==> src/lucmd_pkg.sv <==
// lucmd_pkg: constants, field layout and types of the line unit control mode decode
package lucmd_pkg;

   // ----------------
   // control port select codes and path format codes
   // ----------------
   localparam logic [1:0] MODE_HW = 2'h0;      // strap control
   localparam logic [1:0] MODE_SERIAL = 2'h1;  // serial port
   localparam logic [1:0] MODE_MUX_DS = 2'h2;  // muxed port, address strobe / data strobe / read-write select
   localparam logic [1:0] MODE_MUX_ALE = 2'h3; // muxed port, latch enable / read and write strobes / ready
   localparam logic [1:0] PATH_SR_HDB3 = 2'h0; // single rail, hdb3/b8zs coding
   localparam logic [1:0] PATH_SR_AMI = 2'h1;  // single rail, ami coding
   localparam logic [1:0] PATH_DR_CDR = 2'h2;  // dual rail, clock/data recovery on
   localparam logic [1:0] PATH_SLICER = 2'h3;  // dual rail, clock/data recovery bypassed

   // ----------------
   // configuration word layout (straps and software copy alike)
   // ----------------
   localparam int CFG_W = 18;
   localparam int F_PULSE = 0; // pulse_shape_select [3:0]
   localparam int F_TRI = 4; // driver_tristate
   localparam int F_RX_EDGE = 5; // recv_clock_edge_select
   localparam int F_LOOP = 6; // loopback_select [1:0]
   localparam int F_PATTERN = 8; // test_pattern_select [1:0]
   localparam int F_JITTER = 10; // jitter_atten_select [1:0]
   localparam int F_MON = 12; // monitor_gain_select
   localparam int F_TERM = 13; // termination select
   localparam int F_EQUAL = 14; // equalizer_select
   localparam int F_PWR_DOWN = 15; // receiver_power_down
   localparam int F_PATH = 16; // path_format_select [1:0]
   localparam logic [CFG_W-1:0] CFG_RST = 18'h00000;

   // ----------------
   // register map and bus answers
   // ----------------
   localparam int ADDR_W = 8;
   localparam logic [ADDR_W-1:0] REG_CFG_OFS = 8'h00;  // software configuration
   localparam logic [ADDR_W-1:0] REG_STAT_OFS = 8'h04; // mode and port status
   localparam logic [ADDR_W-1:0] REG_EFF_OFS = 8'h08;  // configuration in force
   localparam int ST_MODE = 0;    // status: selected mode [1:0]
   localparam int ST_CS = 2;      // status: port select active
   localparam int ST_DUAL = 3;    // status: dual rail
   localparam int ST_AMI = 4;     // status: ami coding
   localparam int ST_CDR = 5;     // status: clock/data recovery on
   localparam int ST_FALL = 6;    // status: falling receive clock edge
   localparam int ST_W = 7;
   localparam logic [1:0] RESP_OKAY = 2'h0;
   localparam logic [1:0] RESP_SLVERR = 2'h2;

   // decoded control port mode
   typedef enum logic [1:0] {
      PORT_HW,
      PORT_SERIAL,
      PORT_MUX_DS,
      PORT_MUX_ALE
   } lucmd_mode_type;

endpackage

==> src/lucmd_sel_if.sv <==
// lucmd_sel_if: decoded port selection passed from the decode core to the port mux
`timescale 1ns/1ns
interface lucmd_sel_if;
   logic sel_serial;   // serial port chosen
   logic sel_mux_ds;   // strobe/select muxed port chosen
   logic sel_mux_ale;  // latch/read/write muxed port chosen
   logic cs_active;    // port select pin held low
   modport src (output sel_serial, output sel_mux_ds, output sel_mux_ale, output cs_active);
   modport dst (input sel_serial, input sel_mux_ds, input sel_mux_ale, input cs_active);
endinterface

==> src/lucmd_sync.sv <==
// lucmd_sync: two-flop synchroniser for a bus of pin levels
`timescale 1ns/1ns
module lucmd_sync #(
   parameter int W = 1
) (
   input wire logic aclk,
   input wire logic aresetn,
   input wire logic ce,
   input wire logic [W-1:0] d,
   output logic [W-1:0] q
);
   logic [W-1:0] meta_r; // first stage, read only by the second

   // ----------------
   // two stages, frozen while ce is low
   // ----------------
   always_ff @(posedge aclk) begin
      if (!aresetn) begin
         meta_r <= '0;
         q <= '0;
      end else if (ce) begin
         meta_r <= d;
         q <= meta_r;
      end
   end
endmodule // lucmd_sync

==> src/lucmd_port_mux.sv <==
// lucmd_port_mux: routes the control pins to the port engine per selected mode
`timescale 1ns/1ns
module lucmd_port_mux (
   input wire logic aclk,
   input wire logic aresetn,
   input wire logic ce,
   lucmd_sel_if.dst sel,
   input wire logic [13:0] pins_s,
   input wire logic core_sdo,
   input wire logic core_busy,
   input wire logic core_done,
   input wire logic core_irq,
   input wire logic [7:0] core_ad,
   input wire logic core_ad_drive,
   output logic ser_en,
   output logic ser_sclk,
   output logic ser_edge_fall,
   output logic ser_sdi,
   output logic par_ds_en,
   output logic par_ale_en,
   output logic par_data_or_read_strobe,
   output logic par_rw_or_write_strobe,
   output logic par_address_latch_strobe,
   output logic [7:0] par_ad,
   output logic serial_data_out,
   output logic ack_ready_out,
   output logic int_n_out,
   output logic [7:0] ad_out,
   output logic ad_oe_n
);
   // ----------------
   // port gating
   // ----------------
   wire logic any_par = sel.sel_mux_ds | sel.sel_mux_ale;
   wire logic port_on = sel.sel_serial | any_par;

   assign ser_en = sel.sel_serial & sel.cs_active;
   assign par_ds_en = sel.sel_mux_ds & sel.cs_active;
   assign par_ale_en = sel.sel_mux_ale & sel.cs_active;
   // serial pins: shift clock, edge select, data in
   assign ser_sclk = ser_en & pins_s[0];
   assign ser_edge_fall = sel.sel_serial & pins_s[1];
   assign ser_sdi = ser_en & pins_s[2];
   // parallel pins: strobes, latch, multiplexed address/data
   wire logic par_on = par_ds_en | par_ale_en;
   assign par_data_or_read_strobe = par_on ? pins_s[3] : 1'b1;
   assign par_rw_or_write_strobe = par_on ? pins_s[4] : 1'b1;
   assign par_address_latch_strobe = par_on ? pins_s[5] : 1'b0;
   assign par_ad = par_on ? pins_s[13:6] : 8'h00;

   // ----------------
   // registered pin outputs
   // ----------------
   always_ff @(posedge aclk) begin
      if (!aresetn) begin
         serial_data_out <= 1'b0;
         ack_ready_out <= 1'b1;
         int_n_out <= 1'b1;
         ad_out <= 8'h00;
         ad_oe_n <= 1'b1;
      end else if (ce) begin
         serial_data_out <= ser_en & core_sdo;
         // acknowledge low when done, or ready low while busy
         if (par_ds_en) begin
            ack_ready_out <= ~core_done;
         end else if (par_ale_en) begin
            ack_ready_out <= ~core_busy;
         end else begin
            ack_ready_out <= 1'b1;
         end
         int_n_out <= ~(port_on & core_irq);
         ad_out <= core_ad;
         ad_oe_n <= ~(par_on & core_ad_drive);
      end
   end
endmodule // lucmd_port_mux

==> src/lucmd_top.sv <==
// lucmd_top: control mode decode, config select and register slave
`timescale 1ns/1ns
module lucmd_top
   import lucmd_pkg::*;
(
   input wire logic aclk,
   input wire logic aresetn,
   input wire logic ce,
   // control port select and port select pins
   input wire logic [1:0] mode_sel_pin,
   input wire logic port_select_n,
   // hardware strap pins
   input wire logic [3:0] pulse_shape_select,
   input wire logic driver_tristate,
   input wire logic recv_clock_edge_select,
   input wire logic [1:0] loopback_select,
   input wire logic [1:0] test_pattern_select,
   input wire logic [1:0] jitter_atten_select,
   input wire logic monitor_gain_select,
   input wire logic termination_select,
   input wire logic equalizer_select,
   input wire logic receiver_power_down,
   input wire logic [1:0] path_format_select,
   // microcontroller port pins
   input wire logic shift_clock,
   input wire logic shift_edge_select,
   input wire logic serial_data_in,
   input wire logic data_or_read_strobe,
   input wire logic rw_or_write_strobe,
   input wire logic address_latch_strobe,
   input wire logic [7:0] ad_in,
   output logic [7:0] ad_out,
   output logic ad_oe_n,
   output logic serial_data_out,
   output logic ack_ready_out,
   output logic int_n_out,
   // port engine side
   input wire logic core_sdo,
   input wire logic core_busy,
   input wire logic core_done,
   input wire logic core_irq,
   input wire logic [7:0] core_ad,
   input wire logic core_ad_drive,
   output logic ser_en,
   output logic ser_sclk,
   output logic ser_edge_fall,
   output logic ser_sdi,
   output logic par_ds_en,
   output logic par_ale_en,
   output logic par_data_or_read_strobe,
   output logic par_rw_or_write_strobe,
   output logic par_address_latch_strobe,
   output logic [7:0] par_ad,
   // decoded configuration in force
   output logic hw_mode,
   output logic [CFG_W-1:0] cfg_out,
   output logic rclk_fall_edge,
   output logic dual_rail,
   output logic ami_coding,
   output logic cdr_enable,
   // axi4-lite slave
   input wire logic [ADDR_W-1:0] s_axi_awaddr,
   input wire logic [2:0] s_axi_awprot,
   input wire logic s_axi_awvalid,
   output logic s_axi_awready,
   input wire logic [31:0] s_axi_wdata,
   input wire logic [3:0] s_axi_wstrb,
   input wire logic s_axi_wvalid,
   output logic s_axi_wready,
   output logic [1:0] s_axi_bresp,
   output logic s_axi_bvalid,
   input wire logic s_axi_bready,
   input wire logic [ADDR_W-1:0] s_axi_araddr,
   input wire logic [2:0] s_axi_arprot,
   input wire logic s_axi_arvalid,
   output logic s_axi_arready,
   output logic [31:0] s_axi_rdata,
   output logic [1:0] s_axi_rresp,
   output logic s_axi_rvalid,
   input wire logic s_axi_rready
);
   // ----------------
   // pin synchronisers
   // ----------------
   logic [CFG_W+2:0] strap_s; // {select, port select, straps}
   logic [13:0] pins_s; // {ad, latch, write, read, data in, edge, clock}
   wire logic [CFG_W-1:0] strap_raw = {path_format_select, receiver_power_down, equalizer_select,
      termination_select, monitor_gain_select, jitter_atten_select, test_pattern_select,
      loopback_select, recv_clock_edge_select, driver_tristate, pulse_shape_select};

   lucmd_sync #(.W(CFG_W+3)) u_strap_sync (
      .aclk(aclk),
      .aresetn(aresetn),
      .ce(ce),
      .d({mode_sel_pin, port_select_n, strap_raw}),
      .q(strap_s)
   );

   lucmd_sync #(.W(14)) u_pin_sync (
      .aclk(aclk),
      .aresetn(aresetn),
      .ce(ce),
      .d({ad_in, address_latch_strobe, rw_or_write_strobe, data_or_read_strobe,
         serial_data_in, shift_edge_select, shift_clock}),
      .q(pins_s)
   );

   wire logic [1:0] mode_s = strap_s[CFG_W+2:CFG_W+1];
   wire logic cs_n_s = strap_s[CFG_W];
   wire logic [CFG_W-1:0] strap_cfg = strap_s[CFG_W-1:0];

   // ----------------
   // control mode decode
   // ----------------
   lucmd_mode_type mode;   // decoded port mode
   always_comb begin
      case (mode_s)
         MODE_SERIAL: mode = PORT_SERIAL;
         MODE_MUX_DS: mode = PORT_MUX_DS;
         MODE_MUX_ALE: mode = PORT_MUX_ALE;
         default: mode = PORT_HW;
      endcase
   end

   lucmd_sel_if sel_if ();
   assign sel_if.sel_serial = (mode == PORT_SERIAL);
   assign sel_if.sel_mux_ds = (mode == PORT_MUX_DS);
   assign sel_if.sel_mux_ale = (mode == PORT_MUX_ALE);
   assign sel_if.cs_active = ~cs_n_s;
   wire logic hw_sel = (mode == PORT_HW);

   // ----------------
   // port routing
   // ----------------
   lucmd_port_mux u_port_mux (
      .aclk(aclk),
      .aresetn(aresetn),
      .ce(ce),
      .sel(sel_if),
      .pins_s(pins_s),
      .core_sdo(core_sdo),
      .core_busy(core_busy),
      .core_done(core_done),
      .core_irq(core_irq),
      .core_ad(core_ad),
      .core_ad_drive(core_ad_drive),
      .ser_en(ser_en),
      .ser_sclk(ser_sclk),
      .ser_edge_fall(ser_edge_fall),
      .ser_sdi(ser_sdi),
      .par_ds_en(par_ds_en),
      .par_ale_en(par_ale_en),
      .par_data_or_read_strobe(par_data_or_read_strobe),
      .par_rw_or_write_strobe(par_rw_or_write_strobe),
      .par_address_latch_strobe(par_address_latch_strobe),
      .par_ad(par_ad),
      .serial_data_out(serial_data_out),
      .ack_ready_out(ack_ready_out),
      .int_n_out(int_n_out),
      .ad_out(ad_out),
      .ad_oe_n(ad_oe_n)
   );

   // ----------------
   // configuration source selection
   // ----------------
   logic [CFG_W-1:0] sw_cfg_r; // software copy of the configuration
   // software mode ignores the receive edge pin
   wire logic [CFG_W-1:0] eff_cfg = hw_sel ? strap_cfg : sw_cfg_r;
   wire logic [1:0] eff_path = eff_cfg[F_PATH+1:F_PATH];
   wire logic eff_fall = eff_cfg[F_RX_EDGE];
   wire logic eff_dual = (eff_path == PATH_DR_CDR) | (eff_path == PATH_SLICER);
   wire logic eff_ami = (eff_path == PATH_SR_AMI);
   wire logic eff_cdr = (eff_path != PATH_SLICER);

   // registered copies of the configuration in force
   always_ff @(posedge aclk) begin
      if (!aresetn) begin
         hw_mode <= 1'b1;
         cfg_out <= CFG_RST;
         rclk_fall_edge <= 1'b0;
         dual_rail <= 1'b0;
         ami_coding <= 1'b0;
         cdr_enable <= 1'b1;
      end else if (ce) begin
         hw_mode <= hw_sel;
         cfg_out <= eff_cfg;
         rclk_fall_edge <= eff_fall;
         dual_rail <= eff_dual;
         ami_coding <= eff_ami;
         cdr_enable <= eff_cdr;
      end
   end

   // ----------------
   // axi4-lite write channel
   // ----------------
   logic aw_got_r;                // write address held
   logic w_got_r;                 // write data held
   logic [ADDR_W-1:0] awaddr_r;
   logic [31:0] wdata_r;
   logic [3:0] wstrb_r;
   logic bvalid_r;
   logic [1:0] bresp_r;

   assign s_axi_awready = ~aw_got_r & ~bvalid_r;
   assign s_axi_wready = ~w_got_r & ~bvalid_r;
   assign s_axi_bvalid = bvalid_r;
   assign s_axi_bresp = bresp_r;

   wire logic wr_go = aw_got_r & w_got_r & ~bvalid_r;
   wire logic wr_cfg = wr_go & (awaddr_r == REG_CFG_OFS);
   wire logic wr_ro = wr_go & ((awaddr_r == REG_STAT_OFS) | (awaddr_r == REG_EFF_OFS));

   // byte-lane merge of the software configuration
   logic [CFG_W-1:0] sw_cfg_nxt;
   always_comb begin
      sw_cfg_nxt = sw_cfg_r;
      if (wstrb_r[0]) begin
         sw_cfg_nxt[7:0] = wdata_r[7:0];
      end
      if (wstrb_r[1]) begin
         sw_cfg_nxt[15:8] = wdata_r[15:8];
      end
      if (wstrb_r[2]) begin
         sw_cfg_nxt[17:16] = wdata_r[17:16];
      end
   end

   // address/data capture in either order, then one response
   always_ff @(posedge aclk) begin
      if (!aresetn) begin
         aw_got_r <= 1'b0;
         w_got_r <= 1'b0;
         awaddr_r <= '0;
         wdata_r <= 32'h00000000;
         wstrb_r <= 4'h0;
         bvalid_r <= 1'b0;
         bresp_r <= RESP_OKAY;
         sw_cfg_r <= CFG_RST;
      end else if (ce) begin
         if (s_axi_awvalid & s_axi_awready) begin
            aw_got_r <= 1'b1;
            awaddr_r <= {s_axi_awaddr[ADDR_W-1:2], 2'b00};
         end
         if (s_axi_wvalid & s_axi_wready) begin
            w_got_r <= 1'b1;
            wdata_r <= s_axi_wdata;
            wstrb_r <= s_axi_wstrb;
         end
         if (wr_go) begin
            aw_got_r <= 1'b0;
            w_got_r <= 1'b0;
            bvalid_r <= 1'b1;
            bresp_r <= (wr_cfg | wr_ro) ? RESP_OKAY : RESP_SLVERR;
         end else if (bvalid_r & s_axi_bready) begin
            bvalid_r <= 1'b0;
         end
         if (wr_cfg) begin
            sw_cfg_r <= sw_cfg_nxt;
         end
      end
   end

   // ----------------
   // axi4-lite read channel
   // ----------------
   logic rvalid_r;
   logic [31:0] rdata_r;
   logic [1:0] rresp_r;
   assign s_axi_arready = ~rvalid_r;
   assign s_axi_rvalid = rvalid_r;
   assign s_axi_rdata = rdata_r;
   assign s_axi_rresp = rresp_r;

   wire logic [ADDR_W-1:0] ar_word = {s_axi_araddr[ADDR_W-1:2], 2'b00};
   wire logic [ST_W-1:0] status_v = {eff_fall, eff_cdr, eff_ami, eff_dual, ~cs_n_s, mode_s};
   wire logic ar_cfg = (ar_word == REG_CFG_OFS);
   wire logic ar_stat = (ar_word == REG_STAT_OFS);
   wire logic ar_eff = (ar_word == REG_EFF_OFS);
   // read data select by address
   wire logic [31:0] rd_sel = ar_cfg ? {14'h0000, sw_cfg_r}
                            : ar_stat ? {25'h0000000, status_v}
                            : ar_eff ? {14'h0000, eff_cfg}
                            : 32'h00000000;

   // one read at a time, answered one edge after the address
   always_ff @(posedge aclk) begin
      if (!aresetn) begin
         rvalid_r <= 1'b0;
         rdata_r <= 32'h00000000;
         rresp_r <= RESP_OKAY;
      end else if (ce) begin
         if (s_axi_arvalid & ~rvalid_r) begin
            rvalid_r <= 1'b1;
            rdata_r <= rd_sel;
            rresp_r <= (ar_cfg | ar_stat | ar_eff) ? RESP_OKAY : RESP_SLVERR;
         end else if (rvalid_r & s_axi_rready) begin
            rvalid_r <= 1'b0;
         end
      end
   end

   // protection bits carry no meaning here
   wire logic unused_prot = ^{s_axi_awprot, s_axi_arprot};
endmodule // lucmd_top

==> config.mk <==
export PLATFORM = sky130hd
export DESIGN_NAME = lucmd_top
export DESIGN_NICKNAME = d
export VERILOG_FILES = /design/src/lucmd_pkg.sv /design/src/lucmd_sel_if.sv /design/src/lucmd_sync.sv /design/src/lucmd_port_mux.sv /design/src/lucmd_top.sv
export SDC_FILE = /design/constraint.sdc
export NUM_CORES = 1
export LEC_CHECK = 0
export BUFFER_PORTS_ARGS = -buffer_cell sky130_fd_sc_hd__buf_2
export CORE_ASPECT_RATIO = 1.5
export CORE_MARGIN = 10
export CORE_UTILIZATION = 42
export DETAILED_ROUTE_END_ITERATION = 10
export PLACE_DENSITY = 0.74
export SLEW_MARGIN = 10
export SYNTH_ARGS = -nofsm -noshare
export SYNTH_HDL_FRONTEND = slang
export SYNTH_SLANG_ARGS = --single-unit
==> constraint.sdc <==
create_clock -name aclk -period 1.7 [get_ports aclk]
set_clock_uncertainty 0.2 [all_clocks]
set_input_delay 0.085 -clock aclk [delete_from_list [all_inputs] [get_ports aclk]]
set_output_delay 0.085 -clock aclk [all_outputs]
set_load 0.03 [all_outputs]
==> results.ini <==
[critical_path]
cp-end-kind=output port
cp-endpoint=par_ad[4]
rr_startpoint=u_strap_sync.q[20]
path_max_fanout=7
critical_path.startpoint=u_strap_sync.q[20]
rr_worst_depth=7
arrival_ps=1510
worstSetupStartpointType=register
crit_type=reg2out
crit_required_ps=1410
rr_endpoint=s_axi_rdata[5]
rrSetupSlack_ps=-80

[cts]
root_buffer=clkbuf_16
cts_buffer_depth=2
clk_pin_slew_ps=60
htree_levels=4
cts_tree=yes
cts.sinks=172
clkLatencyLatePin_ps=430
cts-buffers-inserted=17

[detailed_routing]
vias=6259
final_antenna_net_count=0
firstDrtPassIters=4
first_iter_violations=286
drt-vias-per-instance=5.03
drc=0
drt_wl_total_um=21200
wl_per_cell_um=17.0

[finish]
final_common_cell=dfxtp_1
layout-drive-gt1-share=0.290
area_growth_pct=46.3
layout.nets=1134
stdcell_count=1245
final_cell_mix=169 x dfxtp_1, 147 x buf_2, 97 x nand2_1
num-fill-cells=1338
stdcell_area_um2=10500

[synth]
yosys.area_share.simple=0.213
avgSynthCellArea_um2=9.53
yosys.area_share.adder=0
synthFlopType=dfxtp_1
synth_compound_area_frac=0.120
synth-xor-area-share=0
synth-async-reset-ratio=0
yosys_warnings=0
yosysSeqAreaShare=0.481
synth_area_um2=7160
synth-seq-cells=172
synth_cell_type_count=47
synth_cells=751
synth_top_family_by_area=simple AND/OR/NAND/NOR gates
synth_top_area_cell=dfxtp_1
synth_edf_count=0
synth_top_area_frac=0.481
synthMuxAreaShare=0.130
ys_top_cells_by_area=dfxtp_1 48%, mux2i_1 13%, nor2b_1 7.9%

[sta]
setup_viol=27
max_freq_mhz=556
slew_violations=0
period_minus_slack_ps=1800
fin_crit_sh=1.06
fin_tns_setup_ps=-1360
rsz0062_at_grt=yes
fin_ws_ps=-98.1
final_hold_viol_count=0

[floorplan]
die_w_um=127
start_util=0.427
die_y_um=180
die-area_um2=22800
rows=58
ioPinCount=207
design.core.area_um2=16800

[power]
peakVddDrop_v=0.000640
internal_power_mw=7.12
power_frac_comb=0.139
clkPwrFrac=0.414
pwr_density_cell_nw_per_um2=922
p_leak_nw=4.65
seqPwrFrac=0.447
swShare=0.262
power_mw=9.66
switchingPower_mw=2.53

[run_status]
violations=negative setup slack
status=finished with violations

[placement]
dpl_cell_area_um2=8420
placed_cells=1108
portBuffers=165
dpl.hpwl_um=14000
place_congestion=0.851

[global_route]
grtUsageTotal=0.176
grt_pass1_wl_um=32800
grt_pass1_vias=6260
antenna_found_initial=2
grt_overflow=0
grt_max_degree=41

[worst_hold_path]
hp-class=in2reg

[flow_run]
maxCapViolCount=0

[flip-flops by register name (all words and copies together) (netlist names)]
| name | cells |
|---|---|
| ami_coding | 1 |
| s_axi_rvalid | 1 |
| u_strap_sync.meta_r | 21 |
| u_pin_sync.meta_r | 14 |
| u_pin_sync.q | 14 |
| u_port_mux.int_n_out | 1 |
| u_strap_sync.q | 21 |
| s_axi_bresp | 1 |
| s_axi_rresp | 1 |
| wstrb_r | 3 |
| u_port_mux.ack_ready_out | 1 |
| aw_got_r | 1 |
| wdata_r | 18 |
| cdr_enable | 1 |
| sw_cfg_r | 18 |
| w_got_r | 1 |
| s_axi_bvalid | 1 |
| hw_mode | 1 |
| awaddr_r | 6 |
| u_port_mux.serial_data_out | 1 |
| u_port_mux.ad_out | 8 |
| u_port_mux.ad_oe_n | 1 |
| s_axi_rdata | 18 |
| cfg_out | 18 |
[per-layer routing]
metal	wire length [um]	share of wire	up-vias	global-route usage
met5	0	0	-	0
met4	728	0.034	0	0.0722
met3	1530	0.072	43	0.0610
met2	11000	0.52	205	0.310
met1	7960	0.38	2910	0.184
li1	-	-	3101	-
[through the flow]
| step | setup WS (ps) | util | hold WS [ps] |
|---|---|---|---|
| finish | -98.1 | 0.625 | 24.2 |
| floorplan | -162 | - | 29.9 |
| global route | -173 | 0.625 | 37.8 |
| detailed placement | -248 | 0.502 | 149 |
| CTS | -126 | 0.607 | 1.40 |
| global placement | -217 | 0.502 | 139 |
[cell usage after synthesis (all sizes together) (2+ instances only)]
cell     instances
o311ai           2
a32o             3
and3b            2
nor2            26
o22ai            3
nand3           34
nand4            3
nand2           97
mux2i           93
a21boi          24
a21oi            7
and2            12
buf             34
o211ai           2
clkbuf          43
o221ai           2
nor3b            5
o21ai           34
and3             2
inv              2
or2              3
dfxtp          172
nor2b           90
nand4bb          2
nand2b           5
nor4bb           2
o311a            5
o211a           19
a221oi          10
[how the worst min path moves through the flow]
stage	endpoint	cells past startpoint	from	slack [ps]
after floorplan	wdata_r[14]	2	s_axi_wdata[14]	30
after global placement	u_port_mux.ad_out[0]	3	core_ad[0]	140
after detailed placement	awaddr_r[4]	3	s_axi_awaddr[4]	150
after CTS	s_axi_rdata[2]	3	s_axi_araddr[2]	1
after global routing	aw_got_r	5	s_axi_awvalid	40
final	aw_got_r	5	s_axi_awvalid	20
[power groups by stage]
stage / combinational, mW / clock, mW / sequential (mW)
6_report: 1.34 / 4.00 / 4.32
5_1_grt: 1.46 / 4.25 / 4.33
4_1_cts: 1.28 / 4.09 / 4.31
3_5_place_dp: 1.09 / 0 / 4.40
3_3_place_gp: 1.07 / 0 / 4.40
2_1_floorplan: 0.622 / 0 / 4.50
[logic make-up (layout without fill, tap and decap cells)]
family | after synthesis | in the layout
AOI/OAI and AO/OA | 116 | 116
DFF | 172 | 172
and+or+nand+nor | 290 | 290
other | 1 | 18
buffers and inverters | 79 | 346
muxes | 93 | 93
[worst max-delay path: stages (launching register included)]
cell,delay [ps]
dfxtp_4,350
buf_6,110
nor2b_4,180
buf_6,170
and2_4,150
buf_6,130
[layout make-up]
class / instances / area [um^2] / share of cell area
multi-input cells: 515 / 3670 / 0.350
flip-flops and latches: 172 / 3450 / 0.330
repair buffers: 312 / 2460 / 0.235
clock buffers: 18 / 439 / 0.0419
well taps: 210 / 263 / 0.0251
clock inverters: 14 / 173 / 0.0165
inverters: 2 / 7.51 / 0.000717
diodes: 2 / 5.00 / 0.000478
[repair_timing]
item,CTS,global route
cloned,1,2
setup endpoints to repair,20,45
resized for setup,62,41
hold buffers,89,0
setup buffers,3,8
pin swaps,8,9
endpoints found under the hold margin,93,0
Power figures use the tool's default switching activity.
